**src/inc/pps_pkg.sv**
```systemverilog
package pps_pkg;
	localparam int ADDR_W = 4;
	localparam int DATA_W = 16;

	localparam logic [ADDR_W-1:0] ADDR_TX_CTRL = 4'h0;
	localparam logic [ADDR_W-1:0] ADDR_CFG     = 4'h1;
	localparam logic [ADDR_W-1:0] ADDR_PHY_ST  = 4'h2;
	localparam logic [ADDR_W-1:0] ADDR_RX_ST   = 4'h3;
	localparam logic [ADDR_W-1:0] ADDR_MGMT    = 4'h4;

	localparam int TX_CTRL_LOOP_BIT   = 1;
	localparam int CFG_ATTACH_BIT     = 8;
	localparam int CFG_FULL_STEP_BIT  = 10;
	localparam int CFG_MEDIA_SEL_BIT  = 15;
	localparam int PHY_ST_LINK_BIT    = 14;
	localparam int RX_ST_DONE_BIT     = 0;
	localparam int RX_ST_BAD_CRC_BIT  = 13;
	localparam int MGMT_DOUT_BIT      = 0;
	localparam int MGMT_MCLK_BIT      = 1;
	localparam int MGMT_DIN_BIT       = 2;

	localparam logic [DATA_W-1:0] TX_CTRL_RST = 16'h0000;
	localparam logic [DATA_W-1:0] CFG_RST     = 16'h0000;
	localparam logic [DATA_W-1:0] RX_ST_RST   = 16'h0000;
	localparam logic [DATA_W-1:0] MGMT_RST    = 16'h0000;

	// Nibble clock rate versus core clock; the core needs at least four samples per nibble
	localparam int SYS_CLK_HZ         = 100_000_000;
	localparam int TX_NIBBLE_CLK_HZ   = 25_000_000;
	localparam int SYS_PER_NIBBLE_CYC = SYS_CLK_HZ / TX_NIBBLE_CLK_HZ;

	typedef enum logic [2:0] {
		RX_IDLE = 3'b001,
		RX_LO   = 3'b010,
		RX_HI   = 3'b100
	} pps_rx_state_e;

	typedef struct packed {
		logic       first;
		logic [7:0] data;
	} pps_rx_beat_s;

	typedef struct packed {
		logic       fast_crs;
		logic       fast_col;
		logic       rx_dv;
		logic       rx_er;
		logic [3:0] rxd;
		logic       endec_crs;
		logic       endec_col;
		logic       link_n;
		logic       mgmt_din;
	} pps_pins_s;
endpackage

```
**src/design/pps_sync.sv**
```systemverilog
`timescale 1ns/1ps
module pps_sync #(
	parameter int W = 1
) (
	input  wire logic         sys_clk_i,
	input  wire logic         rst_i,
	input  wire logic [W-1:0] d_i,
	output logic      [W-1:0] q_o
);
	logic [W-1:0] meta_r;

	always_ff @(posedge sys_clk_i) begin
		if (rst_i) begin
			meta_r <= '0;
			q_o    <= '0;
		end else begin
			meta_r <= d_i;
			q_o    <= meta_r;
		end
	end
endmodule

```
**src/design/pps_clk_edge.sv**
```systemverilog
`timescale 1ns/1ps
module pps_clk_edge (
	input  wire logic sys_clk_i,
	input  wire logic rst_i,
	input  wire logic clk_pin_i,
	output logic      rise_o
);
	logic meta_r;
	logic sync_r;
	logic prev_r;

	always_ff @(posedge sys_clk_i) begin
		if (rst_i) begin
			// Idle level of a pulled-up clock pin, so leaving reset shows no false rise
			meta_r <= 1'b1;
			sync_r <= 1'b1;
			prev_r <= 1'b1;
		end else begin
			meta_r <= clk_pin_i;
			sync_r <= meta_r;
			prev_r <= sync_r;
		end
	end

	// Same sampling depth as the data synchroniser, so data and edge stay aligned
	assign rise_o = sync_r & ~prev_r;
endmodule

```
**src/design/pps_top.sv**
```systemverilog
// Implementation choices: the address-and-strobe port and the address map.
`timescale 1ns/1ps
module pps_top
	import pps_pkg::*;
(
	input  wire logic              sys_clk_i,
	input  wire logic              rst_i,
	input  wire logic [ADDR_W-1:0] reg_addr_i,
	input  wire logic [DATA_W-1:0] reg_wdata_i,
	input  wire logic              reg_wr_i,
	input  wire logic              reg_rd_i,
	output logic      [DATA_W-1:0] reg_rdata_o,
	input  wire logic              tx_valid_i,
	input  wire logic [3:0]        tx_nibble_i,
	output logic                   tx_ready_o,
	output pps_rx_beat_s           rx_beat_o,
	output logic                   rx_beat_valid_o,
	output logic                   rx_discard_o,
	output logic                   carrier_o,
	output logic                   collision_o,
	output logic                   loopback_out_o,
	output logic                   full_step_out_n_o,
	output logic                   media_port_select_out_o,
	output logic                   attachment_select_out_o,
	input  wire logic              link_status_in_n_i,
	output logic                   fast_tx_envelope_o,
	output logic      [3:0]        mii_txd_o,
	input  wire logic              phy_tx_nibble_clock_i,
	input  wire logic              fast_carrier_sense_i,
	input  wire logic              mii_rx_dv_i,
	input  wire logic              fast_collision_in_i,
	input  wire logic              phy_rx_nibble_clock_i,
	input  wire logic [3:0]        mii_rxd_i,
	input  wire logic              mii_rx_er_i,
	input  wire logic              mgmt_data_in_i,
	output logic                   mgmt_data_out_o,
	output logic                   mgmt_clock_o,
	output logic                   endec_tx_enable_o,
	input  wire logic              endec_carrier_i,
	input  wire logic              endec_collision_i
);
	logic [DATA_W-1:0] tx_ctrl_r;
	logic [DATA_W-1:0] cfg_r;
	logic [DATA_W-1:0] mgmt_r;
	logic [DATA_W-1:0] rx_stat_r;
	logic [DATA_W-1:0] rx_stat_nxt;
	logic [DATA_W-1:0] phy_stat;
	logic [DATA_W-1:0] mgmt_rd;
	pps_pins_s         pins_raw;
	pps_pins_s         pins_s;
	logic              tx_rise;
	logic              rx_rise;
	logic              mii_sel;
	pps_rx_state_e     rx_st_r;
	logic [3:0]        lo_nib_r;
	logic              err_r;
	logic              first_r;
	logic              frame_end;
	logic              frame_bad;

	assign mii_sel = cfg_r[CFG_MEDIA_SEL_BIT];

	// Every pin from the PHY or encoder is outside the core clock domain
	assign pins_raw = '{fast_crs: fast_carrier_sense_i, fast_col: fast_collision_in_i,
		rx_dv: mii_rx_dv_i, rx_er: mii_rx_er_i, rxd: mii_rxd_i,
		endec_crs: endec_carrier_i, endec_col: endec_collision_i,
		link_n: link_status_in_n_i, mgmt_din: mgmt_data_in_i};

	pps_sync #(
		.W($bits(pps_pins_s))
	) u_pin_sync (
		.sys_clk_i(sys_clk_i),
		.rst_i    (rst_i),
		.d_i      (pins_raw),
		.q_o      (pins_s)
	);

	pps_clk_edge u_tx_edge (
		.sys_clk_i(sys_clk_i),
		.rst_i    (rst_i),
		.clk_pin_i(phy_tx_nibble_clock_i),
		.rise_o   (tx_rise)
	);

	pps_clk_edge u_rx_edge (
		.sys_clk_i(sys_clk_i),
		.rst_i    (rst_i),
		.clk_pin_i(phy_rx_nibble_clock_i),
		.rise_o   (rx_rise)
	);

	// Software-written control registers
	always_ff @(posedge sys_clk_i) begin
		if (rst_i) begin
			tx_ctrl_r <= TX_CTRL_RST;
			cfg_r  <= CFG_RST;
			mgmt_r <= MGMT_RST;
		end else if (reg_wr_i) begin
			case (reg_addr_i)
				ADDR_TX_CTRL: tx_ctrl_r <= reg_wdata_i;
				ADDR_CFG:  cfg_r  <= reg_wdata_i;
				ADDR_MGMT: mgmt_r <= reg_wdata_i;
				default:   ;
			endcase
		end
	end

	// Receive status: write one to clear, a new event in the same cycle wins
	always_comb begin
		rx_stat_nxt = rx_stat_r;
		if (reg_wr_i && reg_addr_i == ADDR_RX_ST) begin
			rx_stat_nxt = rx_stat_r & ~reg_wdata_i;
		end
		if (frame_end) begin
			rx_stat_nxt[RX_ST_DONE_BIT] = 1'b1;
			rx_stat_nxt[RX_ST_BAD_CRC_BIT] = rx_stat_nxt[RX_ST_BAD_CRC_BIT] | frame_bad;
		end
	end

	always_ff @(posedge sys_clk_i) begin
		if (rst_i) begin
			rx_stat_r <= RX_ST_RST;
		end else begin
			rx_stat_r <= rx_stat_nxt;
		end
	end

	always_comb begin
		phy_stat = '0;
		phy_stat[PHY_ST_LINK_BIT] = ~pins_s.link_n;
		mgmt_rd = '0;
		mgmt_rd[MGMT_DOUT_BIT] = mgmt_r[MGMT_DOUT_BIT];
		mgmt_rd[MGMT_MCLK_BIT] = mgmt_r[MGMT_MCLK_BIT];
		mgmt_rd[MGMT_DIN_BIT] = pins_s.mgmt_din;
	end

	// Read data stands only in the cycle after the strobe
	always_ff @(posedge sys_clk_i) begin
		if (rst_i) begin
			reg_rdata_o <= '0;
		end else if (reg_rd_i) begin
			case (reg_addr_i)
				ADDR_TX_CTRL: reg_rdata_o <= tx_ctrl_r;
				ADDR_CFG:    reg_rdata_o <= cfg_r;
				ADDR_PHY_ST: reg_rdata_o <= phy_stat;
				ADDR_RX_ST:  reg_rdata_o <= rx_stat_r;
				ADDR_MGMT:   reg_rdata_o <= mgmt_rd;
				default:     reg_rdata_o <= '0;
			endcase
		end else begin
			reg_rdata_o <= '0;
		end
	end

	// Configuration pins, held steady whatever the port selection
	always_ff @(posedge sys_clk_i) begin
		if (rst_i) begin
			loopback_out_o          <= 1'b0;
			full_step_out_n_o       <= 1'b1;
			media_port_select_out_o <= 1'b0;
			attachment_select_out_o <= 1'b0;
			mgmt_data_out_o         <= 1'b0;
			mgmt_clock_o            <= 1'b0;
		end else begin
			loopback_out_o          <= tx_ctrl_r[TX_CTRL_LOOP_BIT];
			full_step_out_n_o       <= ~cfg_r[CFG_FULL_STEP_BIT];
			media_port_select_out_o <= mii_sel;
			attachment_select_out_o <= cfg_r[CFG_ATTACH_BIT];
			mgmt_data_out_o         <= mgmt_r[MGMT_DOUT_BIT];
			mgmt_clock_o            <= mgmt_r[MGMT_MCLK_BIT];
		end
	end

	// Carrier and collision toward the deferral logic, from the active port only
	always_ff @(posedge sys_clk_i) begin
		if (rst_i) begin
			carrier_o   <= 1'b0;
			collision_o <= 1'b0;
		end else begin
			carrier_o   <= mii_sel ? pins_s.fast_crs : pins_s.endec_crs;
			collision_o <= mii_sel ? pins_s.fast_col : pins_s.endec_col;
		end
	end

	// Transmit nibbles change just after a detected transmit clock rise, well before the next
	always_ff @(posedge sys_clk_i) begin
		if (rst_i) begin
			fast_tx_envelope_o <= 1'b0;
			mii_txd_o          <= 4'h0;
			tx_ready_o         <= 1'b0;
			endec_tx_enable_o  <= 1'b0;
		end else begin
			tx_ready_o        <= 1'b0;
			endec_tx_enable_o <= ~mii_sel & tx_valid_i;
			if (!mii_sel) begin
				fast_tx_envelope_o <= 1'b0;
				mii_txd_o          <= 4'h0;
			end else if (tx_rise) begin
				fast_tx_envelope_o <= tx_valid_i;
				mii_txd_o          <= tx_valid_i ? tx_nibble_i : 4'h0;
				tx_ready_o         <= tx_valid_i;
			end
		end
	end

	assign frame_end = rx_rise && mii_sel && !pins_s.rx_dv && rx_st_r != RX_IDLE;
	assign frame_bad = err_r;

	// Receive framing: low nibble first, one byte per two nibbles
	always_ff @(posedge sys_clk_i) begin
		if (rst_i) begin
			rx_st_r         <= RX_IDLE;
			lo_nib_r        <= 4'h0;
			err_r           <= 1'b0;
			first_r         <= 1'b0;
			rx_beat_o       <= '0;
			rx_beat_valid_o <= 1'b0;
			rx_discard_o    <= 1'b0;
		end else begin
			rx_beat_valid_o <= 1'b0;
			rx_discard_o    <= 1'b0;
			if (!mii_sel) begin
				rx_st_r <= RX_IDLE;
				err_r   <= 1'b0;
			end else if (rx_rise) begin
				if (!pins_s.rx_dv) begin
					rx_st_r <= RX_IDLE;
					err_r   <= 1'b0;
				end else begin
					if (pins_s.rx_er && !err_r) begin
						err_r        <= 1'b1;
						rx_discard_o <= 1'b1;
					end
					unique case (rx_st_r)
						RX_IDLE: begin
							lo_nib_r <= pins_s.rxd;
							first_r  <= 1'b1;
							rx_st_r  <= RX_HI;
						end
						RX_LO: begin
							lo_nib_r <= pins_s.rxd;
							rx_st_r  <= RX_HI;
						end
						RX_HI: begin
							// Once a code error is seen, the rest of the frame is dropped
							rx_beat_valid_o <= ~(err_r | pins_s.rx_er);
							rx_beat_o       <= '{first: first_r, data: {pins_s.rxd, lo_nib_r}};
							first_r         <= 1'b0;
							rx_st_r         <= RX_LO;
						end
						default: rx_st_r <= RX_IDLE;
					endcase
				end
			end
		end
	end
endmodule

```
**config.mk**
```make
export PLATFORM = sky130hd
export DESIGN_NAME = pps_top
export DESIGN_NICKNAME = d
export VERILOG_FILES = /design/src/inc/pps_pkg.sv /design/src/design/pps_sync.sv /design/src/design/pps_clk_edge.sv /design/src/design/pps_top.sv
export SDC_FILE = /design/constraint.sdc
export NUM_CORES = 1
export LEC_CHECK = 0
export BUFFER_PORTS_ARGS = -buffer_cell sky130_fd_sc_hd__buf_2
export CORE_MARGIN = 2
export CORE_UTILIZATION = 58
export CTS_BUF_LIST = sky130_fd_sc_hd__clkbuf_4
export DETAILED_ROUTE_END_ITERATION = 12
export GPL_ROUTABILITY_DRIVEN = 0
export HOLD_SLACK_MARGIN = 0.06
export PLACE_DENSITY_LB_ADDON = 0.2
export SYNTH_ARGS = -nofsm -noshare
export SYNTH_HDL_FRONTEND = slang
export SYNTH_SLANG_ARGS = --single-unit
```
**constraint.sdc**
```tcl
create_clock -name sys_clk_i -period 1.6 [get_ports sys_clk_i]
set_clock_uncertainty 0.2 [all_clocks]
set_input_delay 0 -clock sys_clk_i [delete_from_list [all_inputs] [get_ports sys_clk_i]]
set_output_delay 0 -clock sys_clk_i [all_outputs]
set_load 0.005 [all_outputs]
```
**Word level (Yosys, flattened, before mapping)**

Index checks and enable logic that the tools add are counted.

- Equal/unequal tests: 9
- Bitwise logic cells: 18
- Reduce and logical (&&, ||, !) cells: 23
- Multiplexer cells: 13

Operators by type and width:

| cell | number |
|---|---|
| case mux 16 bit (5 select lines) | 1 |
| AND 16 bit | 1 |
| inverter 16 bit | 1 |
| 2-to-1 mux 14 bit | 1 |
| AND reduction 4 bit | 3 |
| inverter 1 bit | 11 |
| equality test 4 x 2 -> 1 bit, second input constant | 2 |
| AND reduction 2 bit | 4 |
| 2-to-1 mux 1 bit | 7 |
| case mux 3 bit (2 select lines) | 1 |
| OR reduction 2 bit | 3 |
| logical AND 1 bit | 5 |
| OR reduction 5 bit | 1 |
| equality test 4 x 1 -> 1 bit, second input constant | 1 |
| equality test 4 x 3 -> 1 bit, second input constant | 1 |
| zero test 4 bit | 1 |
| 2-to-1 mux 4 bit | 1 |
| nonzero test 2 bit | 2 |
| OR reduction 4 bit | 1 |
| AND 1 bit | 3 |
| equality test 3 x 1 -> 1 bit, second input constant | 1 |
| equality test 3 x 2 -> 1 bit, second input constant | 1 |
| equality test 3 bit, second input constant | 1 |
| 2-to-1 mux 3 bit | 1 |
| 6 further kinds | 8 |

- Register bits: 131
- Word-level logic and storage cells: 98
- Output and inout port bits: 42

**Depth between registers and ports, before layout**

- Depth in word-level cells: 6
- Depth in mapped cells: 6
- Depth with buffers taken out: 3

**Modules after synthesis**

Synthesis repeated with hierarchy kept, for this count alone.

- Cell total of the unflattened synthesis: 480
- Area, all modules: 4967.3 um^2

By module, submodules not included:

| module | instances | cells each | area an instance (um^2) | sequential area each (um^2) |
|---|---|---|---|---|
| pps_top | 1 | 416 | 4103.9 | 2021.9 |
| pps_sync | 1 | 50 | 693.2 | 480.5 |
| pps_clk_edge | 2 | 7 | 85.1 | 60.1 |

**Worst setup path before layout**

OpenSTA, ideal clock, no wires.

- Path type: register to register
- Start: reg rx_st_r[2]
- End: reg rx_beat_o[8] (netlist name)
- Stages on the path, launching flop included: 6
- Slack: 0.126 ns
- Period minus slack after synthesis: 1.474 ns
- Path buffers: 2
- Required time: 1.268 ns
- Arrival: 1.142 ns
- Path through: dfxtp_1 clkbuf_2 or3b_1 buf_2 o21ai_1 a21oi_1

- Word-level cells in the longest chain between the ends: 2

RTL lines:

| item | line | source |
|---|---|---|
| start, declared | pps_top.sv:54 | `pps_rx_state_e rx_st_r;` |
| start signal, assigned | pps_top.sv:212 | `rx_st_r <= RX_IDLE;` |
| start signal, assigned | pps_top.sv:223 | `rx_st_r <= RX_IDLE;` |
| start signal, assigned | pps_top.sv:227 | `rx_st_r <= RX_IDLE;` |
| equality test 3 bit | pps_top.sv:234 | `unique case (rx_st_r)` |
| AND reduction 4 bit (no line) | - |  |
| end signal, assigned | pps_top.sv:247 | `rx_beat_o <= '{first: first_r, data: {pins_s.rxd, lo_nib_r}};` |
| end, declared | pps_top.sv:16 | `output pps_rx_beat_s rx_beat_o,` |

No other way between the ends.
A chain may end at the register's enable or synchronous reset.

**Final worst setup path**

- Start: in mii_rxd_i[1]
- End: reg u_pin_sync.meta_r[5]

RTL lines:

| item | line | source |
|---|---|---|
| start, declared | pps_top.sv:33 | `input wire logic [3:0] mii_rxd_i,` |
| end signal, assigned | pps_sync.sv:17 | `meta_r <= d_i;` |
| end, declared | pps_sync.sv:10 | `logic [W-1:0] meta_r;` |

No word-level cell between the ends.

==> impl_metrics.json <==
{
  "postLayoutSetupSlackWorst_ns": -0.0192,
  "violations": "hold timing, setup timing",
  "die_w_um": 96.4,
  "syn_to_final_growth_pct": 40.5,
  "dr_total_vias": 4802,
  "crit_path_cell_trace": "dlygate4sd3_1 -> buf_2 -> dlygate4sd3_1 -> nor2b_1 -> dlygate4sd3_1",
  "initial_core_util_pct": 60.0,
  "route.antenna.remaining_nets": 0,
  "path_max_fanout": 1,
  "portBuffers": 84,
  "final_max_slew_viol_count": 0,
  "antenna_cells": 0,
  "grt_use_met1_pct": 37.4,
  "max_cap_violations": 0,
  "r2r-start": "cfg_r[5]",
  "met3_usage_pct": 8.92,
  "routedWlPerCell_um": 18.1,
  "slowest_stage": "dlygate4sd3_1",
  "required_ns": 1.85,
  "placed_cells": 684,
  "clock_latency_ns": 0.54,
  "overflow": 0,
  "fin_tns_setup_ns": -0.0226,
  "yosys-top-cells-area": "dfxtp_1 (53%), a21oi_1 (5.7%), nand3_1 (4.7%)",
  "synthDominantCellAreaShare_pct": 53.0,
  "worstHoldStart": "reg_addr_i[2]",
  "critPathKind": "in2reg",
  "rr_worst_depth": 3,
  "holdPathEnd": "reg_rdata_o[14]",
  "drt-total-wl_um": 15000,
  "io_pins": 85,
  "power.density_nw_per_um2": 915,
  "period_share_pct": 101,
  "yosysWarnings": 0,
  "yosys.cell_types.count": 45,
  "final_nets": 753,
  "dieArea_um2": 9290,
  "worstMarginPinSlew_ns": 0.598,
  "whs_ns": -0.292,
  "synth_area_per_cell_um2": 9.69,
  "dp_hpwl_um": 6910,
  "clkTransAtPathRegs_ns": 0.12,
  "grt_pass1_wl_um": 23500,
  "slowest_delay_ns": 0.56,
  "root_buffer": "clkbuf_4",
  "busiest_layer": "met2",
  "cts_tree": "built",
  "fmax_mhz": 618,
  "htree_levels": 4,
  "leakagePower_uw": 0.00270,
  "path_buf_inv": 4,
  "end_kind": "flop",
  "setup_viol": 2,
  "cp_top_family": "buffers and inverters",
  "drt_iter0_markers": 464,
  "cp.arrival_ns": 1.87,
  "hold_path_class": "in2reg",
  "cts_made_buffers": 17,
  "worstSetupStartpointType": "primary input",
  "ir_worst_vdd_v": 0.000608,
  "status": "finished, violations left",
  "core_um2": 8260,
  "fill_cells": 451,
  "cpMostUsedCell": "dlygate4sd3_1",
  "synth_top_cell_by_area": "dfxtp_1",
  "cts.path.max_buffers": 2,
  "layout_min_cycle_time_ns": 1.62,
  "grt.met2_usage_pct": 58.7,
  "layout.cells.non_filler": 828,
  "grt.total_usage_pct": 34.2,
  "synth_area_um2": 4950,
  "clock_sinks": 131,
  "die_h_um": 96.4,
  "drtPass1Iterations": 5,
  "hold_viol": 31,
  "grt_max_degree": 40,
  "synth_nets": 554,
  "synth-seq-area-share_pct": 53.0,
  "vias_per_cell": 5.80,
  "power_uw": 6360,
  "slew_headroom_pct": 59.8,
  "final_layout_size_suffix_gt1_share_pct": 26.7,
  "crit_cells": 5,
  "min_path_cells": 3,
  "r2r-end": "cfg_r[5]",
  "rsz0062_at_grt": "false",
  "remaining_drc_errors": 0,
  "grt_pass1_vias": 4917,
  "antenna_found_initial": 0,
  "ff2ff_setup_slack_ns": 0.04,
  "post-place-ws_ns": 0.0915,
  "ys_ff_latch": 131,
  "syn_inst": 511,
  "rows": 33
}
-- per-stage QoR --
step           utilization [%]  area [um^2]
3_3_place_gp              66.3         5470
3_5_place_dp              66.3         5470
4_1_cts                   85.4         7050
2_1_floorplan                -         4950
6_report                  84.2         6960
5_1_grt                   84.2         6960
-- timing repair --
action	4_1_cts	5_1_grt
hold endpoints to repair	131	53
buffers inserted	0	0
hold buffers	125	4
resized for setup	0	8
setup endpoints to repair	0	59
-- where the power goes --
part / leakage [uW] / internal (uW) / switching (uW)
clock: 0.000158 / 1100 / 1380
combinational: 0.00148 / 283 / 263
sequential: 0.00106 / 3310 / 24.0
-- worst max path at each step --
stage	to	from	slack [ns]
floorplan	rx_beat_o[8]	rx_st_r[2]	0.13
global placement	rx_stat_r[3]	reg_addr_i[3]	0.13
detailed placement	rx_stat_r[2]	reg_addr_i[3]	0.09
CTS	u_pin_sync.meta_r[8]	mii_rx_er_i	0.008
global route	rx_stat_r[7]	rst_i	0.004
finish	u_pin_sync.meta_r[5]	mii_rxd_i[1]	-0.02
-- state kept, by name (all words and copies together) (netlist names), 4 cells and up --
name and flops:
cfg_r 16, lo_nib_r 4, mii_txd_o 4, reg_rdata_o 16, rx_beat_o 9, rx_stat_r 16
tx_ctrl_r 16, u_pin_sync.meta_r 12, u_pin_sync.q_o 12
-- Yosys cell counts (all sizes together) --
library cell / number
dfxtp: 131
a21oi: 66
o21ai: 48
nand3: 47
nor2b: 32
nand2b: 29
buf: 26
nor2: 24
mux2: 18
clkbuf: 17
a22oi: 15
nand2: 11
or2: 7
mux2i: 6
nor3b: 5
inv: 4
nor3: 4
or3: 3
nand4: 2
or3b: 2
a2bb2oi: 1
and3: 1
and4b: 1
mux4: 1
nand3b: 1
nand4b: 1
nor4: 1
nor4b: 1
nor4bb: 1
o211ai: 1
o22ai: 1
o311a: 1
o41ai: 1
xnor2: 1
-- tightest hold or removal path, stage by stage --
cell and delay (ns):
buf_2 0.09, buf_4 0.22, nor4b_1 0.10
-- layout by cell type (no fill, tap or decap), types with 3 or more instances in the layout --
master	n
buf_12	3
bufinv_16	3
clkinvlp_4	3
inv_6	3
buf_2	84
a22oi_1	15
o21ai_1	39
a21oi_2	11
buf_4	26
o21ai_0	9
mux2i_1	6
dfxtp_1	129
nand2b_1	29
nor2b_1	32
nand3_1	47
or3_1	3
or2_2	7
clkbuf_4	17
nor3_1	3
mux2_2	18
nor2_1	22
nand2_1	11
a21oi_1	55
dlygate4sd3_1	108
inv_1	4
-- layer usage --
layer  wire length (um)  up-vias  part of all wire (%)
met4                607        0                   4.0
met2               7500      289                    50
met3               1150       68                   7.6
met5                  0        -                     0
met1               5760     2272                    38
li1                   -     2173                     -
-- area by class of cell --
class | instances | area (um^2) | share of cell area (%)
flip-flops and latches | 131 | 2630 | 37.7
clock inverters | 15 | 181 | 2.61
clock buffers | 17 | 128 | 1.83
repair buffers | 223 | 1790 | 25.8
multi-input cells | 333 | 2080 | 29.9
well taps | 105 | 131 | 1.89
inverters | 4 | 15.0 | 0.216
-- kinds of logic after synthesis --
logic type	synth area share (%)
DFF	53.0
and+or+nand+nor	20.3
muxes	5.76
AOI/OAI and AO/OA	15.4
xor gates and xnor gates	0.177
buffers and inverters	5.41
No activity file was read; power rests on OpenSTA's default activity.
